===== src/swk_defines.svh =====
`ifndef SWK_DEFINES_SVH
`define SWK_DEFINES_SVH

// Master clock status codes
`define SWK_CODE_HSRC 3'h0
`define SWK_CODE_MAIN 3'h1
`define SWK_CODE_PLL 3'h2
`define SWK_CODE_LSRC 3'h4
`define SWK_CODE_SUB 3'h5

// Standby type code that requests a stop-class mode
`define SWK_STBTYPE_STOP 2'h2

// Oscillator wait mask bit positions
`define SWK_OSC_HSRC 0
`define SWK_OSC_MAIN 1
`define SWK_OSC_PLL 2
`define SWK_OSC_LSRC 3
`define SWK_OSC_SUB 4
`define SWK_OSC_NUM 5

// Synchronised input bit positions
`define SWK_IN_EXTRST 0
`define SWK_IN_LVDRST 1
`define SWK_IN_LVDIRQ 2
`define SWK_IN_NMI 3
`define SWK_IN_EXTIRQ 4
`define SWK_IN_USBWAKE 5
`define SWK_IN_RTCIRQ 6
`define SWK_IN_CECRX 7
`define SWK_IN_REMOTERX 8
`define SWK_IN_WAKEPIN 9
`define SWK_IN_RDY 10
`define SWK_IN_NUM 15

// Timing
`define SWK_MCLK_MHZ 250
`define SWK_REG_SETTLE_NS 300000
`define SWK_REG_SETTLE_CYC (((`SWK_REG_SETTLE_NS * `SWK_MCLK_MHZ) + 999) / 1000)

`endif


===== src/swk_pkg.sv =====
package swk_pkg;

    typedef enum logic [2:0] {
        ST_RUN  = 3'h0,
        ST_STOP = 3'h1,
        ST_DSTB = 3'h4,
        ST_REGW = 3'h3,
        ST_OSCW = 3'h2
    } swk_state_type;

    typedef enum logic [1:0] {
        LP_NONE   = 2'h0,
        LP_STOP   = 2'h1,
        LP_DSRTC  = 2'h2,
        LP_DSSTOP = 2'h3
    } swk_lp_type;

    typedef struct packed {
        swk_state_type state;
        swk_lp_type    lp;
        logic [2:0]    clkCodeLatched;
        logic [4:0]    waitMask;
        logic          byReset;
        logic          prioLow;
        logic          rtcEn;
        logic [2:0]    runMode;
        logic [4:0]    oscEn;
        logic          usbPllEn;
        logic          cpuClkEn;
        logic          busClkEn;
        logic          intCtrlRst;
        logic          irqHold;
    } swk_main_type;

endpackage : swk_pkg


===== src/swk_wait_if.sv =====
`timescale 1ns/1ps
`default_nettype none
interface swk_wait_if;
    logic start;
    logic done;
    modport ctrl  (output start, input done);
    modport timer (input start, output done);
endinterface : swk_wait_if
`default_nettype wire


===== src/swk_stop_wakeup.sv =====
`include "swk_defines.svh"
`timescale 1ns/1ps
`default_nettype none
module swk_stop_wakeup #(
    parameter int REG_SETTLE_CYCLES = `SWK_REG_SETTLE_CYC
) (
    // Clock and reset
    input wire logic        mclk,
    input wire logic        reset,
    // Entry request from the core
    input wire logic        deepSleepReq,
    input wire logic        deepStandbySelectBit,
    input wire logic [1:0]  standbyTypeField,
    // RTC-mode enable write
    input wire logic        rtcModeEnableWr,
    input wire logic        rtcModeEnableWrData,
    // Clock configuration
    input wire logic [2:0]  masterClockStatusField,
    input wire logic        mainOscEnableBit,
    input wire logic        pllInputSourceBit,
    input wire logic        pllEnableBit,
    input wire logic        subOscEnableBit,
    input wire logic        irqPriorityOk,
    // Wake sources, asynchronous
    input wire logic        externalResetPin_n,
    input wire logic        lvdReset,
    input wire logic        lvdIrq,
    input wire logic        nmiIrq,
    input wire logic        extIrq,
    input wire logic        usbWakeIrq,
    input wire logic        rtcIrq,
    input wire logic        cecRxIrq,
    input wire logic        remoteRxIrq,
    input wire logic        wakeupPin,
    // Oscillator ready, asynchronous
    input wire logic [4:0]  oscReady,
    // Clock controls
    output logic [4:0]      oscRunEn,
    output logic            usbPllRunEn,
    output logic            cpuClkEn,
    output logic            ahbClkEn,
    output logic [2:0]      apbClkEn,
    // Status
    output swk_pkg::swk_state_type seqState,
    output swk_pkg::swk_lp_type    lowPowerMode,
    output logic [2:0]      runMode,
    output logic            rtcModeEnableBit,
    output logic            subOscReadyBit,
    output logic            regTransitionWait,
    output logic            intCtrlResetPulse,
    output logic            irqFlagsHold
);
    import swk_pkg::*;

    initial begin
        if (REG_SETTLE_CYCLES < 1) begin
            $error("swk_stop_wakeup: REG_SETTLE_CYCLES must be at least 1");
        end
    end

    logic [`SWK_IN_NUM-1:0] pinBus;
    logic [`SWK_IN_NUM-1:0] syn;
    logic [4:0]             rdy;
    logic                   rstWake;
    logic                   stopIrqWake;
    logic                   dsWake;
    logic                   stopReq;

    swk_main_type s_q;
    swk_main_type s_d;

    swk_wait_if regWait ();

    assign pinBus = {oscReady, wakeupPin, remoteRxIrq, cecRxIrq, rtcIrq, usbWakeIrq,
                     extIrq, nmiIrq, lvdIrq, lvdReset, ~externalResetPin_n};

    swk_sync #(
        .W (`SWK_IN_NUM)
    ) u_sync (
        .mclk    (mclk),
        .reset   (reset),
        .pinIn   (pinBus),
        .syncOut (syn)
    );

    swk_wait_timer #(
        .CYCLES (REG_SETTLE_CYCLES)
    ) u_regwait (
        .mclk  (mclk),
        .reset (reset),
        .wt    (regWait.timer)
    );

    assign rdy = syn[`SWK_IN_RDY +: 5];

    // Oscillator wait mask for an interrupt wake
    function automatic logic [4:0] irqWaitMask(
        input logic [2:0] clkCode,
        input logic       mainEn,
        input logic       pllSrc,
        input logic       pllEn,
        input logic       subEn
    );
        logic [4:0] m;
        m = '0;
        // low-speed RC always, high-speed RC by code
        m[`SWK_OSC_LSRC] = 1'b1;
        m[`SWK_OSC_HSRC] = (clkCode == `SWK_CODE_HSRC) || (clkCode == `SWK_CODE_MAIN)
                           || (clkCode == `SWK_CODE_PLL);
        m[`SWK_OSC_MAIN] = ((clkCode == `SWK_CODE_HSRC) && mainEn)
                           || (clkCode == `SWK_CODE_MAIN)
                           || ((clkCode == `SWK_CODE_PLL) && !pllSrc);
        m[`SWK_OSC_PLL]  = ((clkCode == `SWK_CODE_MAIN) && pllEn) || (clkCode == `SWK_CODE_PLL);
        m[`SWK_OSC_SUB]  = subEn || (clkCode == `SWK_CODE_SUB);
        return m;
    endfunction : irqWaitMask

    // only pin and low-voltage resets are wired in
    assign rstWake = syn[`SWK_IN_EXTRST] || syn[`SWK_IN_LVDRST];
    assign stopIrqWake = syn[`SWK_IN_NMI] || syn[`SWK_IN_EXTIRQ]
                         || syn[`SWK_IN_USBWAKE] || syn[`SWK_IN_LVDIRQ];
    // deep standby sources; RTC and receive interrupts only in the RTC variant
    assign dsWake = rstWake || syn[`SWK_IN_LVDIRQ] || syn[`SWK_IN_WAKEPIN]
                    || ((s_q.lp == LP_DSRTC) && (syn[`SWK_IN_RTCIRQ]
                    || syn[`SWK_IN_CECRX] || syn[`SWK_IN_REMOTERX]));
    assign stopReq = deepSleepReq && (standbyTypeField == `SWK_STBTYPE_STOP);

    always_comb begin
        s_d = s_q;
        s_d.intCtrlRst = 1'b0;
        regWait.start = 1'b0;
        case (s_q.state)
            ST_RUN: begin
                if (s_q.prioLow && irqPriorityOk) begin
                    s_d.prioLow = 1'b0;
                end
                // enable set needs sub oscillator ready
                if (rtcModeEnableWr) begin
                    if (!rtcModeEnableWrData) begin
                        s_d.rtcEn = 1'b0;
                    end else if (syn[`SWK_IN_RDY + `SWK_OSC_SUB]) begin
                        s_d.rtcEn = 1'b1;
                    end
                end
                if (stopReq && deepStandbySelectBit) begin
                    s_d.state = ST_DSTB;
                    s_d.lp = s_q.rtcEn ? LP_DSRTC : LP_DSSTOP;
                    s_d.irqHold = 1'b0;
                end else if (stopReq && !s_q.rtcEn) begin
                    s_d.state = ST_STOP;
                    s_d.lp = LP_STOP;
                    s_d.clkCodeLatched = masterClockStatusField;
                end
            end
            ST_STOP: begin
                // no debugger path out of stop
                if (rstWake) begin
                    // reset wake waits both RC oscillators
                    s_d.state = ST_REGW;
                    s_d.byReset = 1'b1;
                    s_d.waitMask = 5'h0;
                    s_d.waitMask[`SWK_OSC_HSRC] = 1'b1;
                    s_d.waitMask[`SWK_OSC_LSRC] = 1'b1;
                    regWait.start = 1'b1;
                end else if (stopIrqWake) begin
                    s_d.state = ST_REGW;
                    s_d.byReset = 1'b0;
                    s_d.prioLow = !irqPriorityOk;
                    s_d.waitMask = irqWaitMask(s_q.clkCodeLatched, mainOscEnableBit,
                                               pllInputSourceBit, pllEnableBit,
                                               subOscEnableBit);
                    regWait.start = 1'b1;
                end
            end
            ST_DSTB: begin
                if (dsWake) begin
                    s_d.state = ST_REGW;
                    s_d.byReset = 1'b1;
                    s_d.waitMask = 5'h0;
                    s_d.waitMask[`SWK_OSC_HSRC] = 1'b1;
                    s_d.waitMask[`SWK_OSC_LSRC] = 1'b1;
                    regWait.start = 1'b1;
                end
            end
            ST_REGW: begin
                if (regWait.done) begin
                    s_d.state = ST_OSCW;
                end
            end
            ST_OSCW: begin
                if ((s_q.waitMask & ~rdy) == 5'h0) begin
                    s_d.state = ST_RUN;
                    s_d.runMode = s_q.byReset ? `SWK_CODE_HSRC : s_q.clkCodeLatched;
                    if (s_q.lp == LP_DSRTC || s_q.lp == LP_DSSTOP) begin
                        s_d.intCtrlRst = 1'b1;
                        s_d.irqHold = 1'b1;
                    end
                    s_d.lp = LP_NONE;
                end
            end
            default: begin
                s_d.state = ST_RUN;
                s_d.lp = LP_NONE;
            end
        endcase
        // Clock enables from the next state
        case (s_d.state)
            ST_RUN: begin
                s_d.oscEn = 5'h0;
                s_d.oscEn[`SWK_OSC_HSRC] = 1'b1;
                s_d.oscEn[`SWK_OSC_LSRC] = 1'b1;
                s_d.oscEn[`SWK_OSC_MAIN] = mainOscEnableBit
                                           || (s_d.runMode == `SWK_CODE_MAIN);
                s_d.oscEn[`SWK_OSC_PLL] = pllEnableBit || (s_d.runMode == `SWK_CODE_PLL);
                s_d.oscEn[`SWK_OSC_SUB] = subOscEnableBit || s_d.rtcEn
                                          || (s_d.runMode == `SWK_CODE_SUB);
                s_d.usbPllEn = 1'b1;
                s_d.busClkEn = 1'b1;
                s_d.cpuClkEn = !s_d.prioLow;
            end
            ST_DSTB: begin
                // only the sub clock survives, in the RTC variant
                s_d.oscEn = 5'h0;
                s_d.oscEn[`SWK_OSC_SUB] = (s_d.lp == LP_DSRTC);
                s_d.usbPllEn = 1'b0;
                s_d.busClkEn = 1'b0;
                s_d.cpuClkEn = 1'b0;
            end
            ST_REGW, ST_OSCW: begin
                s_d.oscEn = s_d.waitMask;
                s_d.usbPllEn = 1'b0;
                s_d.busClkEn = 1'b0;
                s_d.cpuClkEn = 1'b0;
            end
            default: begin
                s_d.oscEn = 5'h0;
                s_d.usbPllEn = 1'b0;
                s_d.busClkEn = 1'b0;
                s_d.cpuClkEn = 1'b0;
            end
        endcase
    end

    always_ff @(posedge mclk or posedge reset) begin
        if (reset) begin
            s_q <= '{state: ST_RUN, lp: LP_NONE, clkCodeLatched: `SWK_CODE_HSRC,
                     waitMask: 5'h0, byReset: 1'b0, prioLow: 1'b0, rtcEn: 1'b0,
                     runMode: `SWK_CODE_HSRC, oscEn: 5'h09, usbPllEn: 1'b1,
                     cpuClkEn: 1'b1, busClkEn: 1'b1, intCtrlRst: 1'b0, irqHold: 1'b0};
        end else begin
            s_q <= s_d;
        end
    end

    assign oscRunEn          = s_q.oscEn;
    assign usbPllRunEn       = s_q.usbPllEn;
    assign cpuClkEn          = s_q.cpuClkEn;
    assign ahbClkEn          = s_q.busClkEn;
    assign apbClkEn          = {3{s_q.busClkEn}};
    assign seqState          = s_q.state;
    assign lowPowerMode      = s_q.lp;
    assign runMode           = s_q.runMode;
    assign rtcModeEnableBit  = s_q.rtcEn;
    assign subOscReadyBit    = syn[`SWK_IN_RDY + `SWK_OSC_SUB];
    assign regTransitionWait = (s_q.state == ST_REGW);
    assign intCtrlResetPulse = s_q.intCtrlRst;
    assign irqFlagsHold      = s_q.irqHold;

    // reset wake ends in high-speed RC
    property p_reset_hsrc;
        @(posedge mclk) disable iff (reset)
        (s_q.state == ST_OSCW && s_q.byReset && s_d.state == ST_RUN)
        |=> (runMode == `SWK_CODE_HSRC);
    endproperty
    a_reset_hsrc: assert property (p_reset_hsrc) else $error("reset wake mode wrong");

    property p_stop_irq;
        @(posedge mclk) disable iff (reset)
        (s_q.state == ST_STOP && !rstWake && stopIrqWake) |=> (s_q.state == ST_REGW);
    endproperty
    a_stop_irq: assert property (p_stop_irq) else $error("stop irq did not wake");

    property p_irq_mode;
        @(posedge mclk) disable iff (reset)
        (s_q.state == ST_OSCW && !s_q.byReset && s_d.state == ST_RUN)
        |=> (runMode == $past(s_q.clkCodeLatched));
    endproperty
    a_irq_mode: assert property (p_irq_mode) else $error("irq run mode wrong");

    property p_reset_mask;
        @(posedge mclk) disable iff (reset)
        (s_q.state == ST_REGW && s_q.byReset) |-> (s_q.waitMask == 5'h09);
    endproperty
    a_reset_mask: assert property (p_reset_mask) else $error("reset wait mask");

    property p_lsrc_wait;
        @(posedge mclk) disable iff (reset)
        (s_q.state == ST_OSCW && !rdy[`SWK_OSC_LSRC]) |=> (s_q.state == ST_OSCW);
    endproperty
    a_lsrc_wait: assert property (p_lsrc_wait) else $error("left without LS RC");

    property p_sub_code;
        @(posedge mclk) disable iff (reset)
        (s_q.state == ST_REGW && !s_q.byReset && s_q.clkCodeLatched == `SWK_CODE_SUB)
        |-> (s_q.waitMask[`SWK_OSC_SUB] && !s_q.waitMask[`SWK_OSC_HSRC]);
    endproperty
    a_sub_code: assert property (p_sub_code) else $error("sub code mask wrong");

    property p_reg_first;
        @(posedge mclk) disable iff (reset)
        $rose(s_q.state == ST_REGW) |-> (s_q.state == ST_REGW) [*8];
    endproperty
    a_reg_first: assert property (p_reg_first) else $error("settle wait too short");

    property p_prio;
        @(posedge mclk) disable iff (reset)
        (s_q.state == ST_RUN && s_q.prioLow && !irqPriorityOk) |=> !cpuClkEn && ahbClkEn;
    endproperty
    a_prio: assert property (p_prio) else $error("cpu ran at low priority");

    property p_rtc_en;
        @(posedge mclk) disable iff (reset)
        (!s_q.rtcEn && !subOscReadyBit) |=> !rtcModeEnableBit;
    endproperty
    a_rtc_en: assert property (p_rtc_en) else $error("rtc enable set without ready");

    property p_ds_clk;
        @(posedge mclk) disable iff (reset)
        (seqState == ST_DSTB) |-> !cpuClkEn && !usbPllRunEn && (apbClkEn == 3'h0)
        && (oscRunEn[`SWK_OSC_SUB] == (lowPowerMode == LP_DSRTC));
    endproperty
    a_ds_clk: assert property (p_ds_clk) else $error("deep standby clocks wrong");

    property p_ds_stop_src;
        @(posedge mclk) disable iff (reset)
        (s_q.state == ST_DSTB && s_q.lp == LP_DSSTOP && !rstWake
         && !syn[`SWK_IN_LVDIRQ] && !syn[`SWK_IN_WAKEPIN]) |=> (s_q.state == ST_DSTB);
    endproperty
    a_ds_stop_src: assert property (p_ds_stop_src) else $error("bad deep stop wake");

    property p_ds_reset;
        @(posedge mclk) disable iff (reset)
        $rose(intCtrlResetPulse) |-> irqFlagsHold ##1 !intCtrlResetPulse;
    endproperty
    a_ds_reset: assert property (p_ds_reset) else $error("transition reset pulse");

    property p_code_hold;
        @(posedge mclk) disable iff (reset)
        (s_q.state != ST_RUN) |=> $stable(s_q.clkCodeLatched);
    endproperty
    a_code_hold: assert property (p_code_hold) else $error("clock code changed");

    property p_cpu_last;
        @(posedge mclk) disable iff (reset)
        (s_q.state == ST_REGW || s_q.state == ST_OSCW) |-> !cpuClkEn;
    endproperty
    a_cpu_last: assert property (p_cpu_last) else $error("cpu clock early");

    c_stop_irq: cover property (@(posedge mclk) disable iff (reset)
        s_q.state == ST_STOP ##1 s_q.state == ST_REGW && !s_q.byReset);
    c_stop_rst: cover property (@(posedge mclk) disable iff (reset)
        s_q.state == ST_STOP ##1 s_q.state == ST_REGW && s_q.byReset);
    c_ds_exit: cover property (@(posedge mclk) disable iff (reset) $rose(intCtrlResetPulse));
    c_prio_low: cover property (@(posedge mclk) disable iff (reset)
        s_q.state == ST_RUN && s_q.prioLow);
endmodule : swk_stop_wakeup
`default_nettype wire


===== src/swk_sync.sv =====
`timescale 1ns/1ps
`default_nettype none
module swk_sync #(
    parameter int W = 15
) (
    // Clock and reset
    input wire logic         mclk,
    input wire logic         reset,
    // Pins
    input wire logic [W-1:0] pinIn,
    output logic [W-1:0]     syncOut
);
    typedef struct packed {
        logic [W-1:0] meta;
        logic [W-1:0] sync;
    } swk_sync_type;

    swk_sync_type s_q;
    swk_sync_type s_d;

    initial begin
        if (W < 1) begin
            $error("swk_sync: W must be at least 1");
        end
    end

    // First stage feeds only the second stage
    always_comb begin
        s_d.meta = pinIn;
        s_d.sync = s_q.meta;
    end

    always_ff @(posedge mclk or posedge reset) begin
        if (reset) begin
            s_q <= '0;
        end else begin
            s_q <= s_d;
        end
    end

    assign syncOut = s_q.sync;
endmodule : swk_sync
`default_nettype wire


===== src/swk_wait_timer.sv =====
`timescale 1ns/1ps
`default_nettype none
module swk_wait_timer #(
    parameter int CYCLES = 75000
) (
    // Clock and reset
    input wire logic mclk,
    input wire logic reset,
    // Wait handshake
    swk_wait_if.timer wt
);
    localparam int CW = $clog2(CYCLES + 1);

    typedef struct packed {
        logic [CW-1:0] cnt;
        logic          busy;
        logic          done;
    } swk_tmr_type;

    swk_tmr_type s_q;
    swk_tmr_type s_d;

    initial begin
        if (CYCLES < 1) begin
            $error("swk_wait_timer: CYCLES must be at least 1");
        end
    end

    always_comb begin
        s_d = s_q;
        s_d.done = 1'b0;
        if (wt.start) begin
            s_d.cnt  = CW'(CYCLES - 1);
            s_d.busy = 1'b1;
        end else if (s_q.busy) begin
            if (s_q.cnt == '0) begin
                s_d.busy = 1'b0;
                s_d.done = 1'b1;
            end else begin
                s_d.cnt = s_q.cnt - CW'(1);
            end
        end
    end

    always_ff @(posedge mclk or posedge reset) begin
        if (reset) begin
            s_q <= '0;
        end else begin
            s_q <= s_d;
        end
    end

    assign wt.done = s_q.done;
endmodule : swk_wait_timer
`default_nettype wire


===== config.mk =====
export PLATFORM = sky130hd
export DESIGN_NAME = swk_stop_wakeup
export DESIGN_NICKNAME = d
export VERILOG_FILES = /design/src/swk_pkg.sv /design/src/swk_wait_if.sv /design/src/swk_stop_wakeup.sv /design/src/swk_sync.sv /design/src/swk_wait_timer.sv
export VERILOG_INCLUDE_DIRS = /design/src
export SDC_FILE = /design/constraint.sdc
export NUM_CORES = 1
export LEC_CHECK = 0
export ABC_AREA = 1
export BUFFER_PORTS_ARGS = -buffer_cell sky130_fd_sc_hd__buf_4
export CAP_MARGIN = 0
export CORE_ASPECT_RATIO = 1.5
export CORE_UTILIZATION = 46
export DETAILED_ROUTE_END_ITERATION = 7
export GPL_ROUTABILITY_DRIVEN = 0
export HOLD_SLACK_MARGIN = 0.03
export PLACE_DENSITY = 0.77
export SETUP_SLACK_MARGIN = 0.2
export SKIP_CTS_REPAIR_TIMING = 1
export SLEW_MARGIN = 5
export SYNTH_ARGS = -nofsm -noshare
export SYNTH_HDL_FRONTEND = slang
export SYNTH_SLANG_ARGS = --single-unit

===== constraint.sdc =====
create_clock -name mclk -period 2.2 [get_ports mclk]
set_clock_uncertainty 0.05 [all_clocks]
set_input_delay 0.22 -clock mclk [delete_from_list [all_inputs] [get_ports mclk]]
set_output_delay 0.22 -clock mclk [all_outputs]
set_load 0.03 [all_outputs]

==> metrics.md <==
| Metric | Value |
|---|---|
| Status | completed |
| Mapped Cells | about 410 |
| HPWL after DPL | roughly 5300 µm |
| Tot GR Track Use | 0.199 |
| Synth unique cells | 31 |
| Crit path DAT | 2.07 ns |
| Top FF cell, synth | dfrtp_1 |
| Number of global-route vias before repair | 2638 |
| Clock slew seen by the registers of the worst setup and hold paths | 0.07 ns |
| CP startpoint | u_regwait.s_q[2] |
| Global-route wire length before repair | about 12000 µm |
| Total power | 4820 µW |
| Layout cells sized above 1 | 0.219 |
| Number of synthesized flops with an enable pin | 0 |
| Vias | 2781 |
| Combinational power share | 0.377 |
| Critical Path RT | 2.39 ns |
| Period utilization | 0.851 |
| Antenna diodes | 0 |
| Post-layout net count | 502 |
| Post-synthesis sequential area ratio | 0.554 |
| WL/cell | 12.5 µm |
| Maximum root-to-sink buffer count | 2 |
| Synth async-reset ratio | 1.00 |
| Area leader, netlist | dfrtp_1 |
| Mapped Nets | 439 |
| Max VDD drop | 546 µV |
| Slew HR | 0.595 |
| ANT nets after route | 0 |
| CTS H-tree lvls | 3 |
| Drt first pass iters | 4 |
| Row cnt | 38 |
| Area contributors post-synth | dfrtp_1 52%, nand2_1 11%, nor2_1 5.7%, inv_1 4.7%, buf_4 3.7% |
| Grt total ovfl | 0 |
| Fmax | between 500 and 600 MHz |
| Fin. max-slew vios | 0 |
| Share of power burned in registers | 0.398 |
| Leakage | between 0.002 and 0.0025 µW |
| Leading cell types in the layout, fill and taps excluded | 99 x nand2_1, 73 x dfrtp_1, 55 x buf_4 |
| Hold Startpoint | masterClockStatusField[0] |
| Most common cell after layout, fill and taps aside | nand2_1 |
| Clk network pwr share | 0.225 |
| Post-Route Utilization | 0.587 |
| Total Die Area | 7940 µm² |
| Cell Pwr Density | 1130 nW/µm² |
| Fin. Hold Viols | 0 |
| Setup TNS | 0 ns |
| CP cell instances | inv_1 > ha_1 > nand3_1 > nor2_1 > nand3_1 > nand2_4 > inv_2 > nand3_1 > nand2_1 > nand2_1 > nor2_1 |
| Crit end category | flip-flop |
| Switching Share | 0.397 |
| HP Class | primary input to flip-flop |
| Initial drt markers | 185 |
| Die X | 73.1 µm |
| Psw | roughly 1900 µW |
| Final wirelength | 7160 µm |
| CTS root buf | clkbuf_8 |
| Worst slew pin tran | 0.606 ns |
| Area grow syn2layout | 22.4% |
| Max-cap violation count | 0 |
| Vias/cell | 4.84 |
| Chip height | 109 µm |
| Yosys top cell area share | 0.524 |
| Cell Count, Final, Fillers Out | roughly 580 |
| WS Path Type | flip-flop to flip-flop |
| Pin count of the biggest net entering global routing | 51 |
| Period minus WS final | 1.87 ns |
| Boundary pin count | 55 |
| Startpoint Class | flip-flop |
| Synthesized cell area | about 3500 µm² |
| Initial antenna violation count | 0 |
| Reg2reg start | u_regwait.s_q[2] |
| DRC Markers | 0 |
| Internal power | approximately 2900 µW |
| Clock latency on the worst-skew pair | 0.35 ns |
| FF+latch count, synth | 77 |
| CTS Buf Count | 9 |
| Core Area | between 7000 and 8000 µm² |
| Crit-path slowest cell | dfrtp_1 |
| Hold_ws | 0.0750 ns |
| Setup repair after global routing missed its margin | false |
| Placed insts | 543 |
| Mean Syn Cell Area | around 8.6 µm² |
| Crit-path max cell delay | approximately 0.36 ns |
| Crit path top cell by count | nand3_1 |
| Setup violators final | 0 |
| Buffers on Ports | 54 |
| CTS sink count | 77 |
| TritonCTS clock tree | done |
| Starting Density | 0.479 |
| Syn. warnings | 0 |
| Worst-path maximum fanout | 10 |
per-stage QoR:
| step | setup WS, ns | instance area [µm²] |
|---|---|---|
| global route | 0.170 | 4270 |
| global placement | 0.459 | 3900 |
| CTS | 0.355 | 4100 |
| finish | 0.328 | 4270 |
| floorplan | 0.393 | 3490 |
| detailed placement | 0.379 | 3900 |
sequential cells by signal (all words and copies together) (netlist names):
signal             cells
ahbClkEn               1
s_q                   10
lowPowerMode           2
runMode                3
intCtrlResetPulse      1
cpuClkEn               1
oscRunEn               5
u_sync.s_d            15
seqState               3
rtcModeEnableBit       1
u_regwait.s_q         18
irqFlagsHold           1
u_sync.syncOut        15
u_regwait.wt.done      1
worst max-delay path: cells and delay by family, from the launching register on:
family                   cells  cell delay (ns)
flip-flops                   1             0.36
buffers and inverters        2             0.21
adder cells (fa/ha/maj)      1             0.24
AND/OR/NAND/NOR              8             0.91
final timing paths:
kind | depth (start not counted) | slack, ns | to
worst max-delay path | 11 | 0.33 | u_regwait.s_q[11]
worst min-delay path | 3 | 0.07 | s_q[21]
worst max register to register | 11 | 0.33 | u_regwait.s_q[11]
worst min register to register | 0 | 0.30 | u_sync.syncOut[9]
max in group asynchronous | 4 | 0.97 | oscRunEn[3]
min in group asynchronous | 3 | 0.44 | u_sync.s_d[0]
power by group through the flow:
| stage | sequential (µW) | clock (µW) | combinational, µW |
|---|---|---|---|
| 2_1_floorplan | 1960 | 0 | 1370 |
| 3_3_place_gp | 1940 | 0 | 1770 |
| 3_5_place_dp | 1940 | 0 | 1800 |
| 4_1_cts | 1920 | 1110 | 1800 |
| 5_1_grt | 1960 | 1170 | 2020 |
| 6_report | 1920 | 1080 | 1820 |
per-layer routing:
layer,up-vias,GRT usage,part of all wire,wire (µm)
met3,21,0.0527,0.047,333
met2,77,0.352,0.54,3880
li1,1395,-,-,-
met5,-,0,0,0
met1,1288,0.208,0.38,2690
met4,0,0.119,0.036,255
kinds of logic after synthesis:
logic type / count (synthesis) / share of synthesized area
AO/OA/AOI/OAI: 36 / 0.0549
XOR/XNOR: 3 / 0.00754
flip-flops: 77 / 0.554
AND/OR/NAND/NOR: 214 / 0.277
adder cells (fa/ha/maj): 1 / 0.00359
buffers and inverters: 76 / 0.103
synth_stat cells, types with 4 or more instances:
cell type  number
nor2_1         53
nand2_1        99
a21oi_1        11
nor3_1          5
inv_2          12
nand2_2         6
o21ai_0        12
o21ai_1         8
inv_1          44
nand4_1        11
buf_4          17
dfrtp_1        73
nand3_1        25
dfstp_2         4
layout make-up:
cell class	instances	area, µm²
clock buffer	12	155
clock inverter	4	47.5
fill	628	3010
inverter	56	214
multi-input combinational	254	1200
sequential	77	1930
tap	100	125
timing repair buffer	72	593
No activity file was read; power rests on OpenSTA's default activity.
